===== config.mk =====
export PLATFORM = sky130hd
export DESIGN_NAME = gsr_status
export DESIGN_NICKNAME = d
export VERILOG_FILES = /design/src/shared/gsr_pkg.sv /design/src/core/gsr_status.sv
export VERILOG_INCLUDE_DIRS = /design/src /design/src/shared
export SDC_FILE = /design/constraint.sdc
export NUM_CORES = 1
export LEC_CHECK = 0
export BUFFER_PORTS_ARGS = -buffer_cell sky130_fd_sc_hd__clkbuf_2
export CAP_MARGIN = 20
export CORE_UTILIZATION = 50
export DETAILED_ROUTE_END_ITERATION = 8
export PLACE_DENSITY_LB_ADDON = 0.1
export SYNTH_ARGS = -nofsm -noshare
export SYNTH_HDL_FRONTEND = slang
export SYNTH_SLANG_ARGS = --single-unit
export TNS_END_PERCENT = 20

===== constraint.sdc =====
create_clock -name REF_CLK -period 1.3 [get_ports REF_CLK]
set_clock_uncertainty 0.1 [all_clocks]
set_input_delay 0.26 -clock REF_CLK [delete_from_list [all_inputs] [get_ports REF_CLK]]
set_output_delay 0.26 -clock REF_CLK [all_outputs]
set_load 0.01 [all_outputs]

===== src/shared/gsr_regs.svh =====
// constants for the status reporting block
// Operation
// - status byte: eight bits, fixed layout
// - enabled set status bits pull request low
// - serial poll clears latched bits after return
// - request mask bit one enables, zero inhibits
// - request only with mask bit 6 set
// - status byte read command never clears bits
// - bits 0, 2-5 and 7 latch until poll
// - bit 5 from enabled event bits, masked
// - bit 7 set when log run finishes
// - bit 4 set on internal instrument error
// - bit 3 set while any alarm exists
// - bit 2 set on any range fault
// - bit 0 set on fresh reading
// - event register: eight bits, fixed layout
// - event mask stored as written with bits 1 and 6 cleared, read back
// - event register read returns then clears
// - event bit 7 set after power up
// - event bit 5 set on command fault
// - event bit 4 set on execution fault
// - event bit 3 set on device fault
// - event bit 2 set on query loss
// - event bit 0 set when operations done
`ifndef GSR_REGS_SVH
`define GSR_REGS_SVH
`define GSR_SB_NEW 0
`define GSR_SB_OVL 2
`define GSR_SB_ALM 3
`define GSR_SB_ERR 4
`define GSR_SB_ESB 5
`define GSR_SB_SRQ 6
`define GSR_SB_LOG 7
`define GSR_EV_OPC 0
`define GSR_EV_QYE 2
`define GSR_EV_DDE 3
`define GSR_EV_EXE 4
`define GSR_EV_CME 5
`define GSR_EV_PON 7
`define GSR_SB_USED 8'hBD
`define GSR_SB_LATCH 8'hBD
`define GSR_EV_USED 8'hBD
`define GSR_MASK_USED 8'hFD
`define GSR_EV_MASK_USED 8'hBD
`define GSR_RESET_VAL 8'h00
`endif


===== src/shared/gsr_pkg.sv =====
// types for the status reporting block
package gsr_pkg;
  typedef struct packed {
    logic log_finished;
    logic instrument_error;
    logic alarm_active;
    logic sensor_over_range;
    logic temperature_over_range;
    logic sensor_under_range;
    logic temperature_under_range;
    logic fresh_reading;
  } gsr_cond_t;
  typedef struct packed {
    logic command_fault;
    logic execution_fault;
    logic device_fault;
    logic query_loss;
    logic operations_idle;
  } gsr_event_t;
  typedef struct packed {
    logic request_mask_write_cmd;
    logic event_mask_write_cmd;
    logic status_byte_read_cmd;
    logic event_flags_read_cmd;
    logic event_mask_read_cmd;
    logic request_mask_read_cmd;
    logic operation_done_cmd;
    logic [7:0] wdata;
  } gsr_cmd_t;
  typedef enum logic [1:0] {
    GSR_IDLE = 2'b00,
    GSR_POLL = 2'b01,
    GSR_DONE = 2'b11
  } gsr_poll_t;
endpackage


===== src/core/gsr_status.sv =====
// status byte, standard event register, masks and service request
`timescale 1ns/1ps
`default_nettype none
`include "gsr_regs.svh"
module gsr_status (
  input wire logic REF_CLK,
  input wire logic RST_N,
  input wire gsr_pkg::gsr_cond_t COND,
  input wire gsr_pkg::gsr_event_t EVT,
  input wire gsr_pkg::gsr_cmd_t CMD,
  input wire logic POLL_ENABLE,
  input wire logic POLL_DISABLE,
  input wire logic POLL_BYTE_TAKEN,
  output logic [7:0] POLL_BYTE,
  output logic [7:0] RDATA,
  output logic RVALID,
  output logic SRQ_O,
  output logic SRQ_OE
);
  logic [7:0] status_ff;
  logic [7:0] event_ff;
  logic [7:0] req_mask_ff;
  logic [7:0] ev_mask_ff;
  logic [7:0] rdata_ff;
  logic rvalid_ff;
  logic [7:0] poll_ff;
  logic srq_oe_ff;
  logic opc_pend_ff;
  logic pon_done_ff;
  gsr_pkg::gsr_poll_t poll_st_ff;
  gsr_pkg::gsr_poll_t nxt_poll_st;
  logic [7:0] nxt_status;
  logic [7:0] nxt_event;
  logic [7:0] stat_set;
  logic [7:0] ev_set;
  logic [7:0] status_view;
  logic [7:0] rd_mux;
  logic esb_active;
  logic srq_want;
  logic poll_clear;
  logic range_fault;
  logic rd_any;
  logic opc_fire;

  // range faults from any input fold into one overload cause
  assign range_fault = COND.sensor_over_range | COND.temperature_over_range |
    COND.sensor_under_range | COND.temperature_under_range;
  // summary bit from enabled event bits
  assign esb_active = |(event_ff & ev_mask_ff & `GSR_EV_USED);
  // operation complete fires once pending work is finished
  assign opc_fire = (CMD.operation_done_cmd | opc_pend_ff) & EVT.operations_idle;

  // status set causes per bit
  assign stat_set[`GSR_SB_NEW] = COND.fresh_reading;
  assign stat_set[1] = 1'b0;
  assign stat_set[`GSR_SB_OVL] = range_fault;
  assign stat_set[`GSR_SB_ALM] = COND.alarm_active;
  assign stat_set[`GSR_SB_ERR] = COND.instrument_error;
  assign stat_set[`GSR_SB_ESB] = esb_active;
  assign stat_set[`GSR_SB_SRQ] = 1'b0;
  assign stat_set[`GSR_SB_LOG] = COND.log_finished;

  // event set causes per bit
  assign ev_set[`GSR_EV_OPC] = opc_fire;
  assign ev_set[1] = 1'b0;
  assign ev_set[`GSR_EV_QYE] = EVT.query_loss;
  assign ev_set[`GSR_EV_DDE] = EVT.device_fault;
  assign ev_set[`GSR_EV_EXE] = EVT.execution_fault;
  assign ev_set[`GSR_EV_CME] = EVT.command_fault;
  assign ev_set[6] = 1'b0;
  assign ev_set[`GSR_EV_PON] = ~pon_done_ff;

  // service request wanted when any enabled latched bit is set and bit 6 enables
  assign srq_want = req_mask_ff[`GSR_SB_SRQ] &
    (|(status_ff & req_mask_ff & `GSR_SB_LATCH));
  // visible status byte with request bit folded in
  assign status_view = (status_ff & `GSR_SB_LATCH) |
    ({7'h00, srq_want} << `GSR_SB_SRQ);

  // poll clear happens once the controller took the byte
  assign poll_clear = (poll_st_ff == gsr_pkg::GSR_POLL) & POLL_BYTE_TAKEN;
  // set wins over poll clear for new causes in the same cycle
  assign nxt_status = ((poll_clear ? 8'h00 : status_ff) | stat_set) & `GSR_SB_LATCH;
  // set wins over read clear
  assign nxt_event = ((CMD.event_flags_read_cmd ? 8'h00 : event_ff) | ev_set) &
    `GSR_EV_USED;

  // read data selection
  assign rd_any = CMD.status_byte_read_cmd | CMD.event_flags_read_cmd |
    CMD.event_mask_read_cmd | CMD.request_mask_read_cmd;
  assign rd_mux = CMD.status_byte_read_cmd ? status_view :
    CMD.event_flags_read_cmd ? (event_ff & `GSR_EV_USED) :
    CMD.event_mask_read_cmd ? ev_mask_ff :
    CMD.request_mask_read_cmd ? req_mask_ff : 8'h00;

  // serial poll sequencing: enable, byte taken, disable
  always_comb begin
    nxt_poll_st = poll_st_ff;
    case (poll_st_ff)
      gsr_pkg::GSR_IDLE: begin
        if (POLL_ENABLE) begin
          nxt_poll_st = gsr_pkg::GSR_POLL;
        end
      end
      gsr_pkg::GSR_POLL: begin
        if (POLL_DISABLE) begin
          nxt_poll_st = gsr_pkg::GSR_IDLE;
        end else if (POLL_BYTE_TAKEN) begin
          nxt_poll_st = gsr_pkg::GSR_DONE;
        end
      end
      gsr_pkg::GSR_DONE: begin
        if (POLL_DISABLE) begin
          nxt_poll_st = gsr_pkg::GSR_IDLE;
        end
      end
      default: begin
        nxt_poll_st = gsr_pkg::GSR_IDLE;
      end
    endcase
  end

  // status and event registers
  always_ff @(posedge REF_CLK) begin
    if (!RST_N) begin
      status_ff <= `GSR_RESET_VAL;
      event_ff <= `GSR_RESET_VAL;
      pon_done_ff <= 1'b0;
      opc_pend_ff <= 1'b0;
    end else begin
      status_ff <= nxt_status;
      event_ff <= nxt_event;
      pon_done_ff <= 1'b1;
      opc_pend_ff <= (CMD.operation_done_cmd | opc_pend_ff) & ~EVT.operations_idle;
    end
  end

  // enable masks keep the used bits of what the command wrote
  always_ff @(posedge REF_CLK) begin
    if (!RST_N) begin
      req_mask_ff <= `GSR_RESET_VAL;
      ev_mask_ff <= `GSR_RESET_VAL;
    end else begin
      if (CMD.request_mask_write_cmd) begin
        req_mask_ff <= CMD.wdata & `GSR_MASK_USED;
      end
      if (CMD.event_mask_write_cmd) begin
        ev_mask_ff <= CMD.wdata & `GSR_EV_MASK_USED;
      end
    end
  end

  // outputs from flops
  always_ff @(posedge REF_CLK) begin
    if (!RST_N) begin
      poll_st_ff <= gsr_pkg::GSR_IDLE;
      poll_ff <= 8'h00;
      rdata_ff <= 8'h00;
      rvalid_ff <= 1'b0;
      srq_oe_ff <= 1'b0;
    end else begin
      poll_st_ff <= nxt_poll_st;
      poll_ff <= status_view;
      rdata_ff <= rd_any ? rd_mux : rdata_ff;
      rvalid_ff <= rd_any;
      srq_oe_ff <= srq_want;
    end
  end

  assign POLL_BYTE = poll_ff;
  assign RDATA = rdata_ff;
  assign RVALID = rvalid_ff;
  assign SRQ_O = 1'b0; // open-drain: only ever pulls low
  assign SRQ_OE = srq_oe_ff;
endmodule // gsr_status
`default_nettype wire


==> qor.txt, run 1 <==
run status = completed
post-synth top area cell = dfxtp_1
crit end category = output port
Peak VDD IR = 791 µV
pwr/cell area = 1160 nW/µm²
total negative setup slack = 0 ns
aggregate global routing overflow = 0
CTS tree = yes
# Post-CTS Setup Buffers = 0
synth warn = 0
MaxCap Viol Count = 0
Clock Sinks = 44
drt pass-1 iters = 4
count leader, synth = dfxtp_1
vias in the first global route = 1332
Final Power = 2.46 mW
kind of critical path = flip-flop to output port
Final Hold Vio Count = 0
Async SR Flop Fraction = 0%
leakage power = 0.954 nW
HP Class = input pin to flip-flop
Worst Path Arrival = 0.85 ns
Required @ worst endpoint = 0.94 ns
die height = 60.7 µm
FF-to-FF Start = status_ff[0]
CORE AREA = 3150 µm²
prevailing post-synth register cell = dfxtp_1
Total Routing Usage GR = 23.6%
Remaining DRCs = 0
num ports = 52
Post-layout nets = 275
Crit path largest cell delay = 0.35 ns
DRT antenna net count = 0
Die X = 60.7 µm
slowest CP cell = dfxtp_1
Reg2Reg Depth = 3
reg-to-reg critical path endpoint = RDATA[6]
Longest Clk Path Bufs = 2
Post-Route WL = 3.82 mm
worst path bufs/invs = 1
Synth area leaders = dfxtp_1 51%, mux2i_1 7.6%, nor2_1 5.7%
total CTS buffers = 5
Antenna diodes = 0
crit path capture = RDATA[6]
DRT iter0 DRCs = 60
worst-path maximum fanout = 2
r2r setup slk = 0.15 ns
clk_lat worst skew = 0.37 ns
final period utilization = 93.1%
share of the synthesized area in the top cell type = 51.2%
Root Driver = clkbuf_4
Vias per Instance = 5.27
layout cells sized above 1 = 28.5%
critical-path cell list = clkbuf_2
Synth Area per Inst = 9.31 µm²
# rows = 20
DIE AREA = 3680 µm²
crit start category = flip-flop
Area Growth Syn to Fin = 23.0%
Seq cells post-synth = 44
Final min period = 1.21 ns
clk slew on worst S/H paths = 0.13 ns
Layout Utilization = 67.1%
Worst Setup SP = RDATA[6]
mapped cell area = 1720 µm²
RSZ-0062 raised after global routing = no
Hold Slack = 0.0280 ns
Initial Util = 54.6%
FMAX = 826 MHz
DR WL/cell = 13.4 µm
Post-synth EDFFs = 0
Synth cell types = 28
Max Slew Vio Count = 0
H-tree levels = 2
GP Congestion = 0.861
via count = 1506
Crit. path cell count = 1
post-synthesis sequential area ratio = 51.2%
Setup Viol. Count Final = 0
Synth Instances = 185
top post-synthesis cells by count = 44 x dfxtp_1, 26 x nor2_1, 23 x nand2_1, 13 x mux2i_1, 12 x a21oi_1
largest net degree at the start of global routing = 22
detailed placement HPWL = 2.91 mm
first-pass GRT wire length = 6.13 mm
CP delay by family, top = flip-flops
initial antenna violation count = 0
number of port buffers = 47
[metrics by stage]
stage | instances | setup slack [ns] | area (µm²)
after global routing | 286 | 0.0329 | 2120
after floorplan | 187 | 0.121 | 1730
after CTS | 285 | 0.0780 | 2110
after detailed placement | 271 | 0.0501 | 1990
final | 286 | 0.0894 | 2120
after global placement | 271 | 0.0774 | 1990
[worst min-delay path by stage]
| stage | startpoint | endpoint | slack [ns] | cells after the start |
|---|---|---|---|---|
| final | EVT[1] | event_ff[2] | 0.03 | 3 |
| after floorplan | RST_N | pon_done_ff | 0.19 | 0 |
| after global routing | EVT[1] | event_ff[2] | 0.01 | 3 |
| after detailed placement | pon_done_ff | event_ff[7] | 0.30 | 1 |
| after global placement | pon_done_ff | event_ff[7] | 0.29 | 1 |
| after CTS | COND[5] | status_ff[3] | 0.006 | 3 |
[layout make-up]
class,count,area [µm²]
Clock buffer,5,37.5
Clock inverter,2,12.5
Fill cell,286,1040
Inverter,3,11.3
Multi-Input combinational cell,126,752
Sequential cell,44,881
Tap cell,44,55.1
Timing Repair Buffer,62,368
[per-layer routing]
metal / wire (µm) / vias to the layer above / GRT usage, % / share of wire, %
li1: - / 750 / - / -
met1: 1730 / 696 / 29.5 / 45
met2: 1790 / 52 / 37.5 / 47
met3: 226 / 8 / 7.46 / 5.9
met4: 65 / 0 / 10.4 / 1.7
met5: 0 / - / 0 / 0
[placed cells by master, fill, tap and decap left out, drive strengths merged, types with 2 or more instances in the layout]
cell         instances
and2                 6
o21ai                8
nor3                 2
a21oi               13
dfxtp               44
conb                 3
dlygate4sd3          8
a31oi                2
a32o                 7
clkbuf              52
a22oi                4
inv                  3
nor2                26
buf                  7
nand2               23
mux2i               13
o211ai               6
nor2b                7
[registers in the layout (all words and copies together), names as in the netlist]
signal and cells:
POLL_BYTE 7, RDATA 7, req_mask_ff 7, ev_mask_ff 6, event_ff 6, status_ff 6, poll_st_ff 2, RVALID 1
opc_pend_ff 1, pon_done_ff 1
[logic make-up after synthesis]
family / after synthesis / synth area share [%]
other: 1 / 0.218
flip-flops: 44 / 51.2
AND/OR/NAND/NOR: 67 / 18.3
multiplexers: 14 / 8.21
buffers and inverters: 17 / 5.60
AO/OA/AOI/OAI: 42 / 16.5
[power by group]
part / switching, mW / internal, mW / leakage, nW / total [mW]
logic: 0.166 / 0.168 / 0.563 / 0.334
clock network: 0.433 / 0.197 / 0.0271 / 0.630
registers: 0.0681 / 1.43 / 0.364 / 1.50
[timing repair]
action | CTS | global route
setup endpoints to repair | 0 | 0
resized for setup | 0 | 0
hold endpoints to repair | 7 | 1
hold buffers | 7 | 1
No activity file was read; power rests on OpenSTA's default activity.
==> run 2, diff against run 1 <==
--- a/config.mk
+++ b/config.mk
@@ -6,9 +6,10 @@
 export SDC_FILE = /design/constraint.sdc
 export NUM_CORES = 1
 export LEC_CHECK = 0
+export ABC_AREA = 1
 export BUFFER_PORTS_ARGS = -buffer_cell sky130_fd_sc_hd__clkbuf_2
 export CAP_MARGIN = 20
-export CORE_UTILIZATION = 50
+export CORE_UTILIZATION = 51
 export DETAILED_ROUTE_END_ITERATION = 8
 export PLACE_DENSITY_LB_ADDON = 0.1
 export SYNTH_ARGS = -nofsm -noshare
==> qor.txt, run 2 <==
kind of critical path = flip-flop to output port
critical-path cell list = clkbuf_2
clock share of power = 26.7% (+1.1 points)
Setup Viol. Count Final = 0 (unchanged)
Required @ worst endpoint = 0.94 ns (about the same)
worst path bufs/invs = 1 (unchanged)
FMAX = 833 MHz (+0.86%)
Synth cell types = 23 (-18%)
Hold Path Depth = 3 (unchanged)
first-pass GRT wire length = 5.98 mm (-2.4%)
r2r setup slk = 0.18 ns (+0.03 ns)
Synth Instances = 249 (+35%)
post-synth top area cell = dfxtp_1
min-delay src = EVT[3]
Post-Route WL = 3.80 mm (-0.60%)
GP Congestion = 0.804 (-6.7%)
Root Driver = clkbuf_4
Filler cells = 341 (+19%)
cell-internal power = 1.88 mW (+4.8%)
HP Class = input pin to flip-flop
top post-synthesis cells by count = 68 x nand2_1, 44 x dfxtp_1, 34 x nor2_1, 24 x o21ai_0
Total Routing Usage GR = 22.1% (-1.4 points)
Post-layout nets = 337 (+23%)
run status = completed
MaxCap Viol Count = 0 (unchanged)
total negative setup slack = 0 ns (unchanged)
vias in the first global route = 1385 (+4.0%)
Comb power frac = 15.1% (+1.5 points)
DIE AREA = 3800 µm² (+3.1%)
Peak VDD IR = 820 µV (+3.7%)
Final Hold Vio Count = 0 (unchanged)
commonest non-fill, non-tap cell in the layout = nand2_1
H-tree levels = 2 (unchanged)
FF-to-FF Start = poll_st_ff[1]
Synth Area per Inst = 7.28 µm² (-22%)
switching share of power = 27.5% (+0.43 points)
Async SR Flop Fraction = 0% (unchanged)
Flop pwr share = 58.2% (-2.7 points)
most frequent cells in the layout = 68 x nand2_1, 47 x clkbuf_2, 44 x dfxtp_1
global routing met3 resource utilization = 6.93% (-0.53 points)
CORE AREA = 3360 µm² (+6.7%)
Remaining DRCs = 0 (unchanged)
detailed placement HPWL = 2.80 mm (-3.9%)
Post-synth EDFFs = 0 (unchanged)
DRT antenna net count = 0 (unchanged)
Layout Utilization = 65.7% (-1.4 points)
aggregate global routing overflow = 0 (unchanged)
Worst Path Arrival = 0.84 ns (about the same)
Final Power = 2.60 mW (+5.4%)
Hold EP = event_ff[4]
count leader, synth = nand2_1
drt pass-1 iters = 5 (+1)
Crit path largest cell delay = 0.36 ns (about the same)
Antenna diodes = 0 (unchanged)
Max Slew Vio Count = 0 (unchanged)
initial antenna violation count = 0 (unchanged)
via count = 1661 (+10%)
share of the synthesized area in the top cell type = 48.6% (-2.6 points)
P_sw = 0.714 mW (+7.1%)
Vias per Instance = 4.73 (-10%)
reg-to-reg critical path endpoint = status_ff[5]
clk_lat worst skew = 0.36 ns (about the same)
Reg2Reg Depth = 7 (+4)
die height = 61.6 µm (+1.5%)
layout cells sized above 1 = 22.3% (-6.2 points)
leakage power = 1.12 nW (+18%)
Final min period = 1.20 ns (-0.0103 ns)
Synth area leaders = dfxtp_1 49%, nand2_1 14%, nor2_1 7.0%
prevailing post-synth register cell = dfxtp_1
CTS tree = yes
synth warn = 0 (unchanged)
mapped cell area = 1810 µm² (+5.3%)
total CTS buffers = 5 (unchanged)
post-synthesis sequential area ratio = 48.6% (-2.6 points)
grt peak-use layer = met2
num ports = 52 (unchanged)
crit start category = flip-flop
Initial Util = 53.9% (-0.70 points)
Clock Sinks = 44 (unchanged)
number of port buffers = 47 (unchanged)
M1 GR Usage = 28.1% (-1.4 points)
met2 Track Usage GR = 35.0% (-2.5 points)
worst-path maximum fanout = 2 (unchanged)
Die X = 61.6 µm (+1.5%)
clk slew on worst S/H paths = 0.12 ns (about the same)
DR WL/cell = 10.8 µm (-19%)
final period utilization = 92.3% (-0.79 points)
CP delay by family, top = flip-flops
crit end category = output port
pwr/cell area = 1180 nW/µm² (+0.96%)
Seq cells post-synth = 44 (unchanged)
Area Growth Syn to Fin = 21.9%
Longest Clk Path Bufs = 2 (unchanged)
Hold Slack = 0.00144 ns (-0.0266 ns)
RSZ-0062 raised after global routing = no
largest net degree at the start of global routing = 27 (+23%)
DRT iter0 DRCs = 66 (+10%)
slowest CP cell = dfxtp_1
# Post-CTS Setup Buffers = 0 (unchanged)
# rows = 21 (+5.0%)
## run 2: cell types whose count changed after synthesis, sizes merged, moves of 6 or more
| cell | change |
|---|---|
| a21oi | +9 |
| a32o | -7 |
| and2 | -6 |
| inv | +23 |
| mux2i | -13 |
| nand2 | +46 |
| nand3 | +8 |
| nor2 | +10 |
| nor2b | -7 |
| o21ai | +17 |
## run 2: per-layer routing
| metal | wire, µm | up-vias |
|---|---|---|
| li1 | - | 886 |
| met1 | 1840 | 710 |
| met2 | 1680 | 56 |
| met3 | 195 | 9 |
| met4 | 84 | 0 |
| met5 | 0 | - |
## run 2: what timing repair did
action                                 4_1_cts  5_1_grt
hold buffers                                 5        0
endpoints found under the hold margin        5        0
resized for setup                            0        0
## run 2: kinds of logic (layout without fill, tap and decap cells)
| kind of cell | after synthesis | after routing | synth area share (%) |
|---|---|---|---|
| and+or+nand+nor | 117 | 117 | 27.3 |
| AOI/OAI and AO/OA | 49 | 49 | 13.7 |
| DFF | 44 | 44 | 48.6 |
| buffers and inverters | 38 | 92 | 10.2 |
| other | 1 | 3 | 0.207 |
## run 2: cell type report
class                           count  area [µm²]  area share (%)
Clock inverter                      1        7.51           0.340
Inverter                           26         100            4.53
Tap cell                           46        57.6            2.60
Sequential cell                    44         881            39.8
Timing Repair Buffer               58         355            16.1
Clock buffer                        7        55.1            2.49
Multi-Input combinational cell    169         754            34.1
## run 2: power groups by stage
stage | sequential (mW) | clock [mW] | combinational (mW)
final | 1.51 | 0.694 | 0.393
after global placement | 1.54 | 0 | 0.378
after CTS | 1.51 | 0.704 | 0.396
after detailed placement | 1.54 | 0 | 0.383
after global routing | 1.53 | 0.774 | 0.451
after floorplan | 1.54 | 0 | 0.231
## run 2: worst max path at each step
stage	endpoint	cells after the start	from	slack (ns)
after CTS	RDATA[3]	1	RDATA[3]	0.08
after detailed placement	RDATA[4]	9	CMD[10]	0.11
after floorplan	RDATA[5]	7	CMD[12]	0.26
after global placement	RDATA[5]	9	CMD[10]	0.11
final	RDATA[4]	1	RDATA[4]	0.1
after global routing	RDATA[2]	1	RDATA[2]	0.03
## run 2: per-stage QoR
step	area [µm²]	worst slack (ns)	cells
6_report	2210	0.0996	351
5_1_grt	2210	0.0276	351
4_1_cts	2210	0.0811	351
3_5_place_dp	2100	0.110	338
3_3_place_gp	2100	0.112	338
2_1_floorplan	1820	0.257	251
